## src/temp_fmt_pkg.sv

```systemverilog
// Shared constants and carrier types for the temperature result formatter
package temp_fmt_pkg;

    // Register addresses
    localparam logic [7:0] ADDR_LOCAL = 8'h00;         // Local result
    localparam logic [7:0] ADDR_REM1_HIGH = 8'h01;     // Remote one high byte
    localparam logic [7:0] ADDR_REM1_LOW = 8'h10;      // Remote one low byte
    localparam logic [7:0] ADDR_REM2_HIGH = 8'h30;     // Remote two high byte
    localparam logic [7:0] ADDR_REM2_LOW = 8'h33;      // Remote two low byte
    localparam logic [7:0] ADDR_CFG1_RD = 8'h03;       // Configuration one, read side
    localparam logic [7:0] ADDR_CFG1_WR = 8'h09;       // Configuration one, write side

    // Configuration one fields and reset values
    localparam int CFG_ALIAS_BIT = 3;                  // channel_alias_select
    localparam int CFG_RANGE_BIT = 2;                  // Extended range select
    localparam logic [7:0] CFG1_RESET = 8'h00;         // Configuration one after reset
    localparam logic [7:0] VALUE_RESET = 8'h00;        // Value registers after reset

    // Conversion data: signed quarter degrees
    localparam int SAMPLE_W = 12;                      // Raw sample width
    localparam int AVG_LOG2 = 4;                       // Log2 of averaged samples
    localparam logic [3:0] AVG_LAST = 4'hF;            // Count of last averaged sample
    localparam int CODE_W = 10;                        // Formatted result width
    localparam int EXT_OFFSET_Q = 256;                 // 64 degrees in quarter steps
    localparam int BIN_MAX_Q = 511;                    // 127.75 degrees, binary top
    localparam int EXT_MAX_Q = 1023;                   // 191.75 degrees, extended top
    localparam int LOW_PAD = 6;                        // Zero bits under the fraction

    // Channel codes
    localparam logic [1:0] CH_LOCAL = 2'h0;            // Local sensor
    localparam logic [1:0] CH_REM1 = 2'h1;             // Remote one
    localparam logic [1:0] CH_REM2 = 2'h2;             // Remote two
    localparam int NUM_CH = 3;                         // Channel count

    // One finished conversion from the front end
    typedef struct packed {
        logic valid;                                   // One-cycle strobe
        logic [1:0] channel;                           // Channel code
        logic signed [SAMPLE_W-1:0] data;              // Quarter degrees, signed
    } conv_s;

    // One stored result towards the limit comparator
    typedef struct packed {
        logic valid;                                   // One-cycle strobe
        logic [1:0] channel;                           // Channel code
        logic [CODE_W-1:0] code;                       // Formatted code, quarter steps
    } result_s;

endpackage

```

## src/temperature_result_formatter.sv

```systemverilog
// Averaging, formatting and register read-out of temperature results
// How it works
// - Slow rates average sixteen consecutive samples
// - Fast rates report single samples directly
// - Local result is one whole-degree byte
// - Remote results split ten bits high/low
// - Result registers at fixed byte addresses
// - Alias bit set maps remote two high and low at remote one addresses
// - Alias bit clear shows remote one
// - Low byte uses bits 7,6 only
// - Low-byte read freezes high until read
// - Range bit picks binary or extended
// - Extended format adds sixty-four degrees offset
// - Next completed result uses new format
// - Range change leaves limit registers alone
// - Binary results clamp to 0..127
// - Extended codes span -64..+191 degrees
// - New results stored, offered to comparator
// - All registers are eight bits
// - Configuration one read 0x03, written 0x09
// - Value registers reset zero, read-only
`timescale 1ns/10ps

module temperature_result_formatter (
    input wire logic clk,                          // 25 MHz system clock
    input wire logic srst,                         // Synchronous reset, active high
    input wire temp_fmt_pkg::conv_s conv,          // Finished raw conversion
    input wire logic rateFast,                     // Conversion rate is 16/32/64 per second
    input wire logic [7:0] regAddr,                // Register address
    input wire logic regRead,                      // Read strobe
    input wire logic regWrite,                     // Write strobe
    input wire logic [7:0] regWdata,               // Write data
    output logic [7:0] regRdata,                   // Read data, one cycle after strobe
    output logic regRdValid,                       // Read data valid pulse
    output logic [7:0] configOne,                  // Configuration one contents
    output temp_fmt_pkg::result_s result           // Stored result for limit compare
);
    import temp_fmt_pkg::*;

    localparam int SUM_W = SAMPLE_W + AVG_LOG2;    // Accumulator width

    // Averaging state per channel
    logic signed [SUM_W-1:0] acc [NUM_CH];         // Running sums
    logic [3:0] cnt [NUM_CH];                      // Samples held in sum
    logic [NUM_CH-1:0] chDone;                     // Channel result completes now
    logic signed [SAMPLE_W-1:0] chValue [NUM_CH];  // Completed quarter-degree value

    // Stored registers
    logic [7:0] localVal;                          // Local result
    logic [7:0] remHigh [2];                       // Remote high bytes
    logic [1:0] remLow [2];                        // Remote fraction bits
    logic [7:0] heldHigh [2];                      // Frozen high bytes
    logic [1:0] locked;                            // High byte frozen flags

    // Formatting of the completing result
    logic doneAny;                                 // Some channel completed
    logic [1:0] doneCh;                            // Which channel
    logic signed [SAMPLE_W-1:0] doneValue;         // Its value
    logic [CODE_W-1:0] next_code;                  // Formatted code

    // Converts quarter degrees to a clamped binary or offset code
    function automatic logic [CODE_W-1:0] fmt_code(input logic signed [SAMPLE_W-1:0] q,
                                                   input logic ext);
        logic signed [SAMPLE_W+1:0] t;
        t = ext ? (SAMPLE_W+2)'(q) + (SAMPLE_W+2)'(EXT_OFFSET_Q) : (SAMPLE_W+2)'(q);
        if (t < 0) begin
            fmt_code = '0;
        end else if (!ext && t > (SAMPLE_W+2)'(BIN_MAX_Q)) begin
            fmt_code = CODE_W'(BIN_MAX_Q);
        end else if (t > (SAMPLE_W+2)'(EXT_MAX_Q)) begin
            fmt_code = CODE_W'(EXT_MAX_Q);
        end else begin
            fmt_code = t[CODE_W-1:0];
        end
    endfunction

    // Per-channel averaging filter
    genvar g;
    generate
        for (g = 0; g < NUM_CH; g++) begin : gAvg
            logic hit;                                             // Sample for this channel
            logic signed [SUM_W-1:0] sum;                          // Sum including this sample
            assign hit = conv.valid && (conv.channel == 2'(g));
            assign sum = acc[g] + SUM_W'(conv.data);
            assign chDone[g] = hit && (rateFast || cnt[g] == AVG_LAST);
            assign chValue[g] = rateFast ? conv.data : sum[SUM_W-1:AVG_LOG2];

            // Sum sixteen samples, or stay idle at fast rates
            always_ff @(posedge clk) begin
                if (srst) begin
                    acc[g] <= '0;
                    cnt[g] <= '0;
                end else if (rateFast) begin
                    acc[g] <= '0;
                    cnt[g] <= '0;
                end else if (hit) begin
                    if (cnt[g] == AVG_LAST) begin
                        acc[g] <= '0;
                        cnt[g] <= '0;
                    end else begin
                        acc[g] <= sum;
                        cnt[g] <= cnt[g] + 4'h1;
                    end
                end
            end
        end
    endgenerate

    // Pick the completing channel and format it with the current range
    always_comb begin
        doneAny = |chDone;
        doneCh = CH_LOCAL;
        doneValue = chValue[0];
        if (chDone[1]) begin
            doneCh = CH_REM1;
            doneValue = chValue[1];
        end else if (chDone[2]) begin
            doneCh = CH_REM2;
            doneValue = chValue[2];
        end
        next_code = fmt_code(doneValue, configOne[CFG_RANGE_BIT]);
    end

    // Configuration one register
    always_ff @(posedge clk) begin
        if (srst) begin
            configOne <= CFG1_RESET;
        end else if (regWrite && regAddr == ADDR_CFG1_WR) begin
            configOne <= regWdata;
        end
    end

    // Value registers, written by conversions only
    always_ff @(posedge clk) begin
        if (srst) begin
            localVal <= VALUE_RESET;
            remHigh[0] <= VALUE_RESET;
            remHigh[1] <= VALUE_RESET;
            remLow[0] <= '0;
            remLow[1] <= '0;
        end else if (doneAny) begin
            case (doneCh)
                CH_LOCAL: begin
                    localVal <= next_code[CODE_W-1:2];
                end
                CH_REM1: begin
                    remHigh[0] <= next_code[CODE_W-1:2];
                    remLow[0] <= next_code[1:0];
                end
                CH_REM2: begin
                    remHigh[1] <= next_code[CODE_W-1:2];
                    remLow[1] <= next_code[1:0];
                end
                default: begin
                    localVal <= localVal;
                end
            endcase
        end
    end

    // Result offered to the limit comparator
    always_ff @(posedge clk) begin
        if (srst) begin
            result <= '0;
        end else begin
            result.valid <= doneAny;
            result.channel <= doneCh;
            result.code <= next_code;
        end
    end

    // Low-byte reads freeze the matching high byte until it is read
    always_ff @(posedge clk) begin
        if (srst) begin
            locked <= '0;
            heldHigh[0] <= VALUE_RESET;
            heldHigh[1] <= VALUE_RESET;
        end else if (regRead) begin
            case (regAddr)
                ADDR_REM1_LOW: begin
                    locked[configOne[CFG_ALIAS_BIT]] <= 1'b1;
                    heldHigh[configOne[CFG_ALIAS_BIT]] <= remHigh[configOne[CFG_ALIAS_BIT]];
                end
                ADDR_REM2_LOW: begin
                    locked[1] <= 1'b1;
                    heldHigh[1] <= remHigh[1];
                end
                ADDR_REM1_HIGH: begin
                    locked[configOne[CFG_ALIAS_BIT]] <= 1'b0;
                end
                ADDR_REM2_HIGH: begin
                    locked[1] <= 1'b0;
                end
                default: begin
                    locked <= locked;
                end
            endcase
        end
    end

    // Register read mux, answered on the next edge
    always_ff @(posedge clk) begin
        if (srst) begin
            regRdata <= 8'h00;
            regRdValid <= 1'b0;
        end else begin
            regRdValid <= regRead;
            if (regRead) begin
                case (regAddr)
                    ADDR_LOCAL: regRdata <= localVal;
                    ADDR_REM1_HIGH: begin
                        regRdata <= locked[configOne[CFG_ALIAS_BIT]] ?
                                    heldHigh[configOne[CFG_ALIAS_BIT]] :
                                    remHigh[configOne[CFG_ALIAS_BIT]];
                    end
                    ADDR_REM1_LOW: begin
                        regRdata <= {remLow[configOne[CFG_ALIAS_BIT]], LOW_PAD'(0)};
                    end
                    ADDR_REM2_HIGH: regRdata <= locked[1] ? heldHigh[1] : remHigh[1];
                    ADDR_REM2_LOW: regRdata <= {remLow[1], LOW_PAD'(0)};
                    ADDR_CFG1_RD: regRdata <= configOne;
                    default: regRdata <= 8'h00;                                     // Unmapped reads zero
                endcase
            end
        end
    end

    // Checks on the logic above
    // Slow-rate local samples before the sixteenth store nothing
    no_avg_early_a: assert property (@(posedge clk) disable iff (srst)
        conv.valid && !rateFast && conv.channel == CH_LOCAL && cnt[0] != AVG_LAST |=> !result.valid)
        else $error("Result stored before sixteen samples");

    // Fast-rate remote one samples store at once
    fast_direct_a: assert property (@(posedge clk) disable iff (srst)
        conv.valid && rateFast && conv.channel == CH_REM1 |=> result.valid && result.channel == CH_REM1)
        else $error("Fast sample not stored directly");

    // Sixteenth local sample stores a result and restarts the count
    avg_sixteen_a: assert property (@(posedge clk) disable iff (srst)
        conv.valid && !rateFast && conv.channel == CH_LOCAL && cnt[0] == AVG_LAST
        |=> result.valid && result.channel == CH_LOCAL && cnt[0] == 4'h0)
        else $error("Sixteenth sample did not complete");

    low_pad_a: assert property (@(posedge clk) disable iff (srst)
        regRead && (regAddr == ADDR_REM1_LOW || regAddr == ADDR_REM2_LOW) |=> regRdata[5:0] == 6'h00)
        else $error("Low byte padding not zero");

    binary_clamp_a: assert property (@(posedge clk) disable iff (srst)
        result.valid && !$past(configOne[CFG_RANGE_BIT]) |-> result.code <= CODE_W'(BIN_MAX_Q))
        else $error("Binary result above 127");

    // High byte read after a gap still shows the value frozen by the low read
    freeze_high_a: assert property (@(posedge clk) disable iff (srst)
        regRead && regAddr == ADDR_REM2_LOW ##1 !regRead [*3] ##1 regRead && regAddr == ADDR_REM2_HIGH
        |=> regRdata == $past(remHigh[1], 5))
        else $error("High byte not frozen by low read");

    alias_high_a: assert property (@(posedge clk) disable iff (srst)
        regRead && regAddr == ADDR_REM1_HIGH && configOne[CFG_ALIAS_BIT] && !locked[1]
        |=> regRdata == $past(remHigh[1]))
        else $error("Alias read did not return remote two");

    plain_high_a: assert property (@(posedge clk) disable iff (srst)
        regRead && regAddr == ADDR_REM1_HIGH && !configOne[CFG_ALIAS_BIT] && !locked[0]
        |=> regRdata == $past(remHigh[0]))
        else $error("Remote one read returned wrong byte");

    // A written configuration reads back at its read address
    cfg_write_a: assert property (@(posedge clk) disable iff (srst)
        regWrite && regAddr == ADDR_CFG1_WR ##1 !regWrite ##1 regRead && regAddr == ADDR_CFG1_RD
        |=> regRdata == $past(regWdata, 3))
        else $error("Configuration readback wrong");

    value_source_a: assert property (@(posedge clk) disable iff (srst)
        !$stable(localVal) |-> result.valid && result.channel == CH_LOCAL && localVal == result.code[CODE_W-1:2])
        else $error("Local value changed without a result");

    reset_zero_a: assert property (@(posedge clk)
        srst |=> localVal == VALUE_RESET && remHigh[0] == VALUE_RESET && remHigh[1] == VALUE_RESET)
        else $error("Value registers not zero after reset");

    ext_offset_a: assert property (@(posedge clk) disable iff (srst)
        doneAny && configOne[CFG_RANGE_BIT] && doneValue == '0 |=> result.code == CODE_W'(EXT_OFFSET_Q))
        else $error("Extended zero not offset by 64");

    // Every read strobe is answered on the next edge
    read_answer_a: assert property (@(posedge clk) disable iff (srst)
        regRead |=> regRdValid)
        else $error("Read strobe not answered");

    // Local reads return the stored whole-degree byte
    local_read_a: assert property (@(posedge clk) disable iff (srst)
        regRead && regAddr == ADDR_LOCAL |=> regRdata == $past(localVal))
        else $error("Local read returned wrong byte");

    // Writes elsewhere leave configuration one alone
    cfg_refuse_a: assert property (@(posedge clk) disable iff (srst)
        regWrite && regAddr != ADDR_CFG1_WR |=> $stable(configOne))
        else $error("Configuration changed by a foreign write");

    // Bus writes never reach the value registers
    values_readonly_a: assert property (@(posedge clk) disable iff (srst)
        regWrite && !doneAny |=> $stable(localVal) && $stable(remHigh[0]) && $stable(remHigh[1]))
        else $error("Value register changed by a bus write");

    // Remote one keeps high byte and fraction of one code
    remote_split_a: assert property (@(posedge clk) disable iff (srst)
        result.valid && result.channel == CH_REM1
        |-> remHigh[0] == result.code[CODE_W-1:2] && remLow[0] == result.code[1:0])
        else $error("Remote one bytes split wrongly");

    // Binary results below zero read as zero
    binary_floor_a: assert property (@(posedge clk) disable iff (srst)
        doneAny && !configOne[CFG_RANGE_BIT] && doneValue < 0 |=> result.code == '0)
        else $error("Binary result below zero not floored");

    // Extended results past the code space clamp to the top
    ext_top_a: assert property (@(posedge clk) disable iff (srst)
        doneAny && configOne[CFG_RANGE_BIT] && int'(doneValue) + EXT_OFFSET_Q > EXT_MAX_Q
        |=> result.code == CODE_W'(EXT_MAX_Q))
        else $error("Extended result not clamped at top");

    // A remote two low read arms the freeze
    lock_set_a: assert property (@(posedge clk) disable iff (srst)
        regRead && regAddr == ADDR_REM2_LOW |=> locked[1])
        else $error("Low read did not freeze high byte");

    // A remote two high read releases the freeze
    high_unlock_a: assert property (@(posedge clk) disable iff (srst)
        regRead && regAddr == ADDR_REM2_HIGH |=> !locked[1])
        else $error("High read did not release freeze");

    alias_read_c: cover property (@(posedge clk) disable iff (srst)
        regRead && regAddr == ADDR_REM1_LOW && configOne[CFG_ALIAS_BIT]);
    locked_read_c: cover property (@(posedge clk) disable iff (srst)
        regRead && regAddr == ADDR_REM1_HIGH && locked[0]);
    averaged_store_c: cover property (@(posedge clk) disable iff (srst)
        result.valid && !rateFast);
    extended_store_c: cover property (@(posedge clk) disable iff (srst)
        result.valid && configOne[CFG_RANGE_BIT]);
    // Frozen high byte handed out
    frozen_read_c: cover property (@(posedge clk) disable iff (srst)
        regRead && regAddr == ADDR_REM2_HIGH && locked[1]);

endmodule

```

## config.mk

```make
export PLATFORM = sky130hd
export DESIGN_NAME = temperature_result_formatter
export DESIGN_NICKNAME = d
export VERILOG_FILES = /design/src/temp_fmt_pkg.sv /design/src/temperature_result_formatter.sv
export SDC_FILE = /design/constraint.sdc
export NUM_CORES = 1
export LEC_CHECK = 0
export BUFFER_PORTS_ARGS = -buffer_cell sky130_fd_sc_hd__buf_2
export CORE_MARGIN = 10
export CORE_UTILIZATION = 41
export CTS_CLUSTER_DIAMETER = 200
export DETAILED_ROUTE_END_ITERATION = 16
export GPL_ROUTABILITY_DRIVEN = 1
export MAX_ROUTING_LAYER = met4
export SLEW_MARGIN = 20
export SYNTH_ARGS = -nofsm -noshare
export SYNTH_HDL_FRONTEND = slang
export SYNTH_SLANG_ARGS = --single-unit
```

## constraint.sdc

```tcl
create_clock -name clk -period 5.1 [get_ports clk]
set_input_delay 1.02 -clock clk [delete_from_list [all_inputs] [get_ports clk]]
set_output_delay 1.02 -clock clk [all_outputs]
set_load 0.1 [all_outputs]
```

==> run summary, run 1 <==
Synthesized net count: 946
Clock Tree Buf Depth: 2
Seq cells post-synth: 137
Leak: 0.00415 uW
Vias in the first global route: 6623
Inserted Diodes: 0
Num CTS Buffers: 17
Startpoint types: primary input
FFs w/ async S/R, synth: 0
Clock share of power: 0.404
Num rows: 52
Fin cells: 1205
Fin crit period: 4.68 ns
NetSw: 1000 uW
Synth cell types: 75
GRT Residual Overflow: 0
CP Data Arrival Time: 4.90 ns
DRT Pass-1 Iters: 5
Clock insertion delay at the later pin of the skew report: 0.43 ns
Post-Place Cells: 1173
Comb power frac: 0.195
Max FO, Critical Path: 9
Final Max Tran Viols: 0
Status: finished, final reports clean
Largest net degree at the start of global routing: 27
Clk root buf: clkbuf_16
Initial core utilization: 0.420
CTS tree: yes
Top FF cell, synth: edfxtp_1
DRC: 0
Worst Path Required: 5.32 ns
Via density: 5.72
Int Pwr: 2170 uW
GRT Util Overall: 0.179
Synthesized area: 0.00859 mm2
Hold crit path type: reg -> reg
WS Path Type: in -> reg
Avg Inst Size Synth: 10.0 um2
Post-synth EDFFs: 96
PwrDens: 323 mW/mm2
Via count: 6889
Clock sinks: 137
FILL cells: 1956
Worst Skew: 0.0111 ns
WL/cell: 19.4 um
Fmax: 214 MHz
Synth cell count leaders: nor2_1, edfxtp_1, a21oi_1
Initial antenna violation count: 0
Multi-input logic area: 0.00463 mm2
# hold bufs at CTS: 0
Dominant cells by area after synthesis: edfxtp_1, dfxtp_1, ha_1
Top cell type's share of synthesized area: 0.336
Die Wd: 165 um
DIE AREA: 0.0271 mm2
CP Capture Type: register
H-Tree Depth: 4
ANT nets after route: 0
CTS resizes: 0
Setup bufs post-CTS: 0
Initial detailed-routing violation count: 671
DP Wirelength: 17.6 mm
Detailed Route WL: 23.4 mm
Fin crit share: 0.917
Setup violators final: 0
Total negative slack: 0 ns
Area Overhead vs Synth: 14.3%
Worst IR Drop VDD: 0.225 mV
# IOs: 66
Final net count: 1010
Transition time of the tightest slew-check pin: 1.00 ns
Final hold vios: 0
Core area: 0.0204 mm2
Reg power frac: 0.401
# port buffers: 65
Global-route wire length before repair: 37.1 mm
Syn Inst Count: 858
Max Cap Viol: 0
Layout cells sized above 1: 0.156
Cell taking the most area after synthesis: edfxtp_1
Register area share after synthesis: 0.431
Clk slew on worst S/H paths: 0.07 ns
Slew headroom: 0.330
YS warnings: 0
Switching share of power: 0.316
Placer Congestion: 0.908
Dominant cell by count in the synthesized netlist: nor2_1
Reg area: 0.00370 mm2
Die height: 165 um
RSZ-0062 raised after global routing: no
## flip-flops by register name (all words and copies together), names as in the netlist, named ones only
register	flops
acc	48
heldHigh	16
remHigh	16
result	13
cnt	12
configOne	8
localVal	8
regRdata	8
remLow	4
locked	1
regRdValid	1
## cells in the final DEF (no fill, tap or decap), drive strengths merged, types with 19 or more instances in the layout
cell / count
o21ai: 32
nand2: 50
nand3: 19
a21o: 21
xor2: 25
ha: 49
buf: 80
mux2i: 29
edfxtp: 96
dfxtp: 41
nor3: 28
nor2: 112
inv: 37
xnor2: 21
a21oi: 59
## metal layers
layer	share of wire	wire, um	vias to the layer above	global-route usage
met5	0	0	-	-
met4	0.022	515	0	0.0572
met3	0.066	1550	29	0.0376
met2	0.44	10300	213	0.265
met1	0.47	11000	3280	0.241
li1	-	-	3367	-
## stage by stage
stage / instance area (um2) / hold WS (ns) / worst slack (ns) / util / power (uW)
floorplan: 8590 / 0.436 / 0.654 / - / 1740
global placement: 9200 / 0.462 / 0.180 / 0.450 / 1910
detailed placement: 9210 / 0.466 / 0.0268 / 0.451 / 1910
CTS: 9810 / 0.479 / 0.433 / 0.480 / 3190
global route: 9820 / 0.496 / 0.239 / 0.481 / 3300
finish: 9820 / 0.475 / 0.422 / 0.481 / 3170
## worst max-delay path, cell delays in order
cell and delay (ns):
buf_2 0.13, ha_1 0.23, fa_1 0.42, a21o_1 0.21
a221o_1 0.35, a31oi_2 0.27, nor2_1 0.08, nor4_1 0.40
a32oi_2 0.23, inv_2 0.11, ha_1 0.25, and4b_1 0.21
nand3_1 0.09, a21o_1 0.26, nand2b_1 0.18, buf_4 0.18
o21ai_0 0.27
## logic make-up (layout without fill, tap and decap cells)
kind of cell               after synthesis  count (layout)  share of synthesized area
muxes                                   39              39                     0.0574
xor gates and xnor gates                46              46                     0.0469
adders and majority gates               52              52                     0.0784
and+or+nand+nor                        296             296                      0.169
AOI/OAI and AO/OA                      225             225                      0.187
buffers and inverters                   63             140                     0.0300
DFF                                    137             137                      0.431
## path summary, 6_finish.rpt
path / start / endpoint / slack [ns] / depth (start not counted)
hold reg to reg: regRdata[3] / regRdata[3] / 0.47 / 2
setup reg to reg: acc[2][0] / remHigh[0][4] / 0.78 / 16
setup / recovery: conv[0] / remHigh[0][4] / 0.42 / 17
hold / removal: regRdata[3] / regRdata[3] / 0.47 / 2
## power groups by stage
stage / Combinational, uW / Clock, uW / Sequential, uW
floorplan: 372 / 0 / 1370
global placement: 614 / 0 / 1290
detailed placement: 614 / 0 / 1300
CTS: 618 / 1300 / 1270
global route: 675 / 1350 / 1280
finish: 620 / 1280 / 1270
## area by class of cell
class / count / share of cell area
Tap cell: 270 / 0.0344
Inverter: 28 / 0.0107
Timing Repair Buffer: 80 / 0.0446
Multi-Input combinational cell: 658 / 0.472
Clock buffer: 18 / 0.0459
Sequential cell: 137 / 0.377
Clock inverter: 14 / 0.0154
Power figures use the tool's default switching activity.
==> inputs of run 2 (changes only) <==
--- a/config.mk
+++ b/config.mk
@@ -5,6 +5,7 @@
 export SDC_FILE = /design/constraint.sdc
 export NUM_CORES = 1
 export LEC_CHECK = 0
+export ABC_AREA = 1
 export BUFFER_PORTS_ARGS = -buffer_cell sky130_fd_sc_hd__buf_2
 export CORE_MARGIN = 10
 export CORE_UTILIZATION = 41
==> run summary, run 2 <==
Crit-path max cell delay: 0.39 ns (-0.03 ns)
Int Pwr: 2130 uW (-1.7%)
Cell taking the most area after synthesis: edfxtp_1
Worst Path Required: 5.29 ns (-0.03 ns)
Largest regs: acc (48), heldHigh (16), remHigh (16)
H-Tree Depth: 4 (unchanged)
DRT Pass-1 Iters: 5 (unchanged)
YS warnings: 0 (unchanged)
Die Wd: 167 um (+1.2%)
GRT Residual Overflow: 0 (unchanged)
Max FO, Critical Path: 8 (-1)
Initial core utilization: 0.419 (-0.00167)
Worst Skew: 0.0129 ns (+0.00182 ns)
RSZ-0062 raised after global routing: no
Inserted Diodes: 0 (unchanged)
Post-synth EDFFs: 96 (unchanged)
Layout cells sized above 1: 0.140 (-0.0166)
Fmax: 256 MHz (+20%)
Max Cap Viol: 0 (unchanged)
Most common cell after layout, fill and taps aside: nand2_1
Cell mode on critical path: nand3_1
DRC: 0 (unchanged)
Fin crit share: 0.767 (-0.150)
CP Data Arrival Time: 4.10 ns (-0.80 ns)
WS Path Type: in -> reg
Syn Inst Count: 1142 (+33%)
Final hold vios: 0 (unchanged)
Top cell type's share of synthesized area: 0.326 (-0.00918)
Max reg flops: 48 (unchanged)
FILL cells: 2114 (+8.1%)
Clk root buf: clkbuf_16
Placer Congestion: 0.936 (+3.1%)
Leak: 0.00471 uW (+14%)
Largest Register: acc
Crit. Startpoint: conv[0]
Critical path's top delay family: simple AND/OR/NAND/NOR gates
DP Wirelength: 18.3 mm (+4.2%)
FF-to-FF setup slack: 1.60 ns (+0.82 ns)
Synth cell types: 51 (-32%)
Synth cell count leaders: nand2_1, nor2_1, inv_1
Num CTS Buffers: 17 (unchanged)
Detailed Route WL: 24.2 mm (+3.3%)
Dominant cells by area after synthesis: edfxtp_1, nand2_1, dfxtp_1
Die height: 167 um (+1.2%)
Slew headroom: 0.311 (-0.0192)
Fin crit period: 3.91 ns (-0.765 ns)
Setup bufs post-CTS: 0 (unchanged)
CTS resizes: 0 (unchanged)
Transition time of the tightest slew-check pin: 1.03 ns (+0.0287 ns)
Synthesized area: 0.00883 mm2 (+2.8%)
Clock sinks: 137 (unchanged)
Num rows: 53 (+1.9%)
Via count: 7699 (+12%)
Global-route wire length before repair: 38.6 mm (+4.3%)
ANT nets after route: 0 (unchanged)
Hold crit path type: reg -> reg
Worst r2r src: acc[0][0]
Worst IR Drop VDD: 0.234 mV (+4.3%)
Reg power frac: 0.405 (+0.004)
PwrDens: 313 mW/mm2 (-3.1%)
# port buffers: 65 (unchanged)
Area Overhead vs Synth: 13.4%
Core Util, Final: 0.475 (-0.00568)
Setup violators final: 0 (unchanged)
Total negative slack: 0 ns (unchanged)
Switching share of power: 0.320 (+0.00385)
Area after DPL: 0.00943 mm2 (+2.3%)
Dominant cell by count in the synthesized netlist: nand2_1
Clock Tree Buf Depth: 2 (unchanged)
Startpoint types: primary input
CP Capture Type: register
Buffer and inverter count on the worst path: 4 (+1)
Final instance area: 0.0100 mm2 (+2.0%)
Clock insertion delay at the later pin of the skew report: 0.44 ns (about the same)
Final net count: 1293 (+28%)
Final Max Tran Viols: 0 (unchanged)
Synthesized net count: 1230 (+30%)
FFs w/ async S/R, synth: 0 (unchanged)
Critical Path Stages: 20 (+3)
WL/cell: 16.2 um (-17%)
Register area share after synthesis: 0.419 (-0.0118)
Most frequent cells in the layout: nand2_1, nor2_1, inv_1
Via density: 5.16 (-9.8%)
Reg2reg end: remHigh[1][1]
Vias in the first global route: 7206 (+8.8%)
Seq cells post-synth: 137 (unchanged)
Slowest-stage cell, CP: fa_1
CTS tree: yes
Initial detailed-routing violation count: 557 (-17%)
Worst-path cell chain: buf_2 -> ha_1 -> inv_1 -> fa_1 -> inv_1 -> nand3_1 -> nand3_1 -> nand3_1 -> nand4_1 -> nand3_1 -> nand2_1 -> nor2_2 -> nor2_2 -> inv_1 -> ha_1 -> or2_2 -> nand2_2 -> o2111ai_1 -> nand2_1 -> nor2_1
Clock share of power: 0.397 (-0.007)
Avg Inst Size Synth: 7.73 um2 (-23%)
Top FF cell, synth: edfxtp_1
GRT Util Overall: 0.177 (-0.00185)
# IOs: 66 (unchanged)
Clk slew on worst S/H paths: 0.07 ns (about the same)
# hold bufs at CTS: 0 (unchanged)
Initial antenna violation count: 0 (unchanged)
Core area: 0.0211 mm2 (+3.2%)
Comb power frac: 0.198 (+0.003)
CP endpoint: remHigh[1][1]
NetSw: 1000 uW (about the same)
Status: finished, final reports clean
Reg2Reg Depth: 19 (+3)
Largest net degree at the start of global routing: 29 (+7.4%)
DIE AREA: 0.0278 mm2 (+2.5%)
run 2: power groups by stage:
stage	clock network [uW]	logic, uW	registers [uW]
after floorplan	0	374	1370
after global placement	0	615	1290
after detailed placement	0	614	1290
after CTS	1270	619	1270
after global routing	1320	685	1270
final	1250	620	1270
run 2: metal layers:
metal  global-route usage  wire length [um]
met5                    -                 0
met4               0.0493               252
met3               0.0306              1130
met2                0.276             11100
met1                0.233             11700
run 2: cells by family (layout without fill, tap and decap cells):
kind of cell             Yosys count  after routing  share of synthesized area
buffers and inverters            182            258                     0.0788
adder cells (fa/ha/maj)           52             52                     0.0762
XOR/XNOR                          33             33                     0.0327
multiplexers                       4              4                    0.00453
AND/OR/NAND/NOR                  580            580                      0.285
AO/OA/AOI/OAI                    154            154                      0.104
flip-flops                       137            137                      0.419
run 2: tightest hold or removal path, stage by stage (launching register included):
cell     delay (ns)
dfxtp_1        0.33
a21oi_1        0.06
nor2_1         0.07
run 2: worst min path at each step:
stage,from,endpoint,slack (ns),cells past startpoint
2_1_floorplan,localVal[1],regRdata[1],0.48,2
3_3_place_gp,regRdata[0],regRdata[0],0.47,2
3_5_place_dp,regRdata[0],regRdata[0],0.50,2
4_1_cts,regRdata[0],regRdata[0],0.51,2
5_1_grt,configOne[0],configOne[0],0.57,2
6_report,regRdata[0],regRdata[0],0.50,2
run 2: layout make-up:
| class | instances | area [um2] | area share |
|---|---|---|---|
| Clock inverter | 12 | 130 | 0.0130 |
| Inverter | 157 | 592 | 0.0591 |
| Tap cell | 275 | 344 | 0.0344 |
| Multi-Input combinational cell | 823 | 4430 | 0.443 |
| Clock buffer | 20 | 457 | 0.0456 |
| Timing Repair Buffer | 69 | 355 | 0.0355 |
| Sequential cell | 137 | 3700 | 0.370 |
run 2: per-stage QoR:
step                      total power, uW  worst slack [ns]  hold slack [ns]  cells
final                                3130              1.19            0.501   1493
after global routing                 3280             0.886            0.566   1493
after CTS                            3160              1.20            0.513   1493
after detailed placement             1910             0.735            0.497   1461
after global placement               1910             0.771            0.474   1461
after floorplan                      1750              1.38            0.485   1142
==> inputs of run 3 (changes only) <==
==> constraint.sdc (replaced) <==
create_clock -name clk -period 3.8 [get_ports clk]
set_input_delay 0.76 -clock clk [delete_from_list [all_inputs] [get_ports clk]]
set_output_delay 0.76 -clock clk [all_outputs]
set_load 0.1 [all_outputs]
==> run summary, run 3 (synthesis gave the netlist of run 2 again) <==
Status: finished, final reports clean
Clock sinks: 137 (unchanged)
Global-route wire length before repair: 39.7 mm (+2.7%)
Initial detailed-routing violation count: 586 (+5.2%)
Fmax: 290 MHz
PwrDens: 412 mW/mm2 (+32%)
# hold bufs at CTS: 0 (unchanged)
Transition time of the tightest slew-check pin: 0.901 ns (-0.130 ns)
Startpoint types: primary input
Max FO, Critical Path: 9 (+1)
Final hold vios: 0 (unchanged)
CTS resizes: 0 (unchanged)
Most common cell after layout, fill and taps aside: nand2_1
Leak: 0.00486 uW (+3.1%)
Final total power: 4230 uW (+35%)
Worst Slack Setup Final: 0.352 ns (-0.834 ns)
Worst-path cell chain: buf_2 -> ha_1 -> nand2_1 -> inv_1 -> nand2_1 -> nand3_1 -> a21oi_1 -> nand3_1 -> nand3_1 -> nand2_1 -> nor2_2 -> nor2_4 -> ha_1 -> or2_2 -> nand2_2 -> nand3_2 -> nand2_1 -> nand3_1 -> nand2_1 -> nor2_1
Core area: 0.0211 mm2 (unchanged)
CTS tree: yes
CP Capture Type: register
Vias in the first global route: 7510 (+4.2%)
Detailed Route WL: 24.4 mm (+1.1%)
CP Data Arrival Time: 3.61 ns (-0.49 ns)
WS Path Type: in -> reg
Initial core utilization: 0.419 (unchanged)
Max reg flops: 48 (unchanged)
Most frequent cells in the layout: nand2_1, nor2_1, inv_1
Worst IR Drop VDD: 0.383 mV (+64%)
Core Util, Final: 0.486 (+0.0113)
Via count: 7780 (+1.1%)
GRT Util Overall: 0.180 (+0.00232)
Area Overhead vs Synth: 16.1%
Die Wd: 167 um (unchanged)
DRC: 0 (unchanged)
# port buffers: 65 (unchanged)
DIE AREA: 0.0278 mm2 (unchanged)
Final instance area: 0.0103 mm2 (+2.4%)
Worst Path Required: 3.96 ns (-1.33 ns)
Die height: 167 um (unchanged)
Via density: 5.10 (-1.1%)
WL/cell: 16.0 um (-1.1%)
Dpl ws: -0.0512 ns (-0.787 ns)
Crit-path max cell delay: 0.34 ns (-0.05 ns)
Worst Skew: 0.0146 ns (+0.00164 ns)
Largest net degree at the start of global routing: 29 (unchanged)
DP Wirelength: 18.9 mm (+3.1%)
Max Cap Viol: 0 (unchanged)
Cell mode on critical path: nand2_1
Largest regs: acc (48), heldHigh (16), remHigh (16)
DRT Pass-1 Iters: 5 (unchanged)
Num CTS Buffers: 17 (unchanged)
Initial antenna violation count: 0 (unchanged)
Area after DPL: 0.00967 mm2 (+2.6%)
Final net count: 1326 (+2.6%)
Fin crit period: 3.45 ns
Clk root buf: clkbuf_16
Clock insertion delay at the later pin of the skew report: 0.42 ns (-0.02 ns)
Setup violators final: 0 (unchanged)
Slew headroom: 0.398 (+0.0866)
Hold crit path type: reg -> reg
Slowest-stage cell, CP: ha_1
Layout cells sized above 1: 0.160 (+0.0203)
Clock Tree Buf Depth: 2 (unchanged)
Num rows: 53 (unchanged)
Clk slew on worst S/H paths: 0.07 ns (about the same)
# IOs: 66 (unchanged)
RSZ-0062 raised after global routing: no
Placer Congestion: 0.928 (-0.80%)
Largest Register: acc
Final Max Tran Viols: 0 (unchanged)
Inserted Diodes: 0 (unchanged)
Setup bufs post-CTS: 0 (unchanged)
Fin crit share: 0.907
ANT nets after route: 0 (unchanged)
H-Tree Depth: 4 (unchanged)
GRT Residual Overflow: 0 (unchanged)
==> run 3: cell types whose count changed in the layout (fill, tap and decap cells not counted), sizes merged <==
cell and change:
inv -4, clkbuf -1, clkinv +4, bufinv +1
buf +33
==> run 3: worst paths after layout <==
| kind | cells after the start | slack, ns | endpoint | from |
|---|---|---|---|---|
| max | 20 | 0.35 | remLow[0][0] | conv[11] |
| min | 2 | 0.50 | regRdata[0] | regRdata[0] |
| max reg2reg | 20 | 0.57 | remLow[0][0] | acc[2][0] |
| min reg2reg | 2 | 0.50 | regRdata[0] | regRdata[0] |
==> run 3: metrics by stage <==
| step | hold slack [ns] | instances | setup TNS [ns] |
|---|---|---|---|
| floorplan | 0.485 | 1142 | 0 |
| global placement | 0.476 | 1494 | 0 |
| detailed placement | 0.494 | 1494 | -0.177 |
| CTS | 0.510 | 1526 | 0 |
| global route | 0.526 | 1526 | 0 |
| finish | 0.505 | 1526 | 0 |
==> run 3: layout make-up <==
| type | count | area [um2] |
|---|---|---|
| Fill cell | 2096 | 10800 |
| Multi-Input combinational cell | 823 | 4430 |
| Sequential cell | 137 | 3700 |
| Timing Repair Buffer | 102 | 603 |
| Inverter | 157 | 592 |
| Clock buffer | 19 | 433 |
| Tap cell | 275 | 344 |
| Clock inverter | 13 | 144 |
==> run 3: report_power, final <==
part           leakage, uW  internal, uW  switching [uW]
Combinational      0.00320           269             607
Sequential         0.00138          1670            33.3
Clock             0.000279           974             672
Total              0.00486          2910            1310
==> run 3: worst max-delay path, delay by kind of cell <==
| kind | cells | cell delay (ns) |
|---|---|---|
| simple gates | 15 | 1.73 |
| buf+inv | 2 | 0.36 |
| compound gates | 1 | 0.15 |
| fa+ha+maj | 2 | 0.60 |
==> run 3: metal layers <==
layer	vias to the layer above	routed length [um]	part of all wire	GRT usage
li1	3977	-	-	-
met1	3558	11800	0.48	0.239
met2	216	11000	0.45	0.277
met3	29	1310	0.054	0.0318
met4	0	343	0.014	0.0462
met5	-	0	0	-
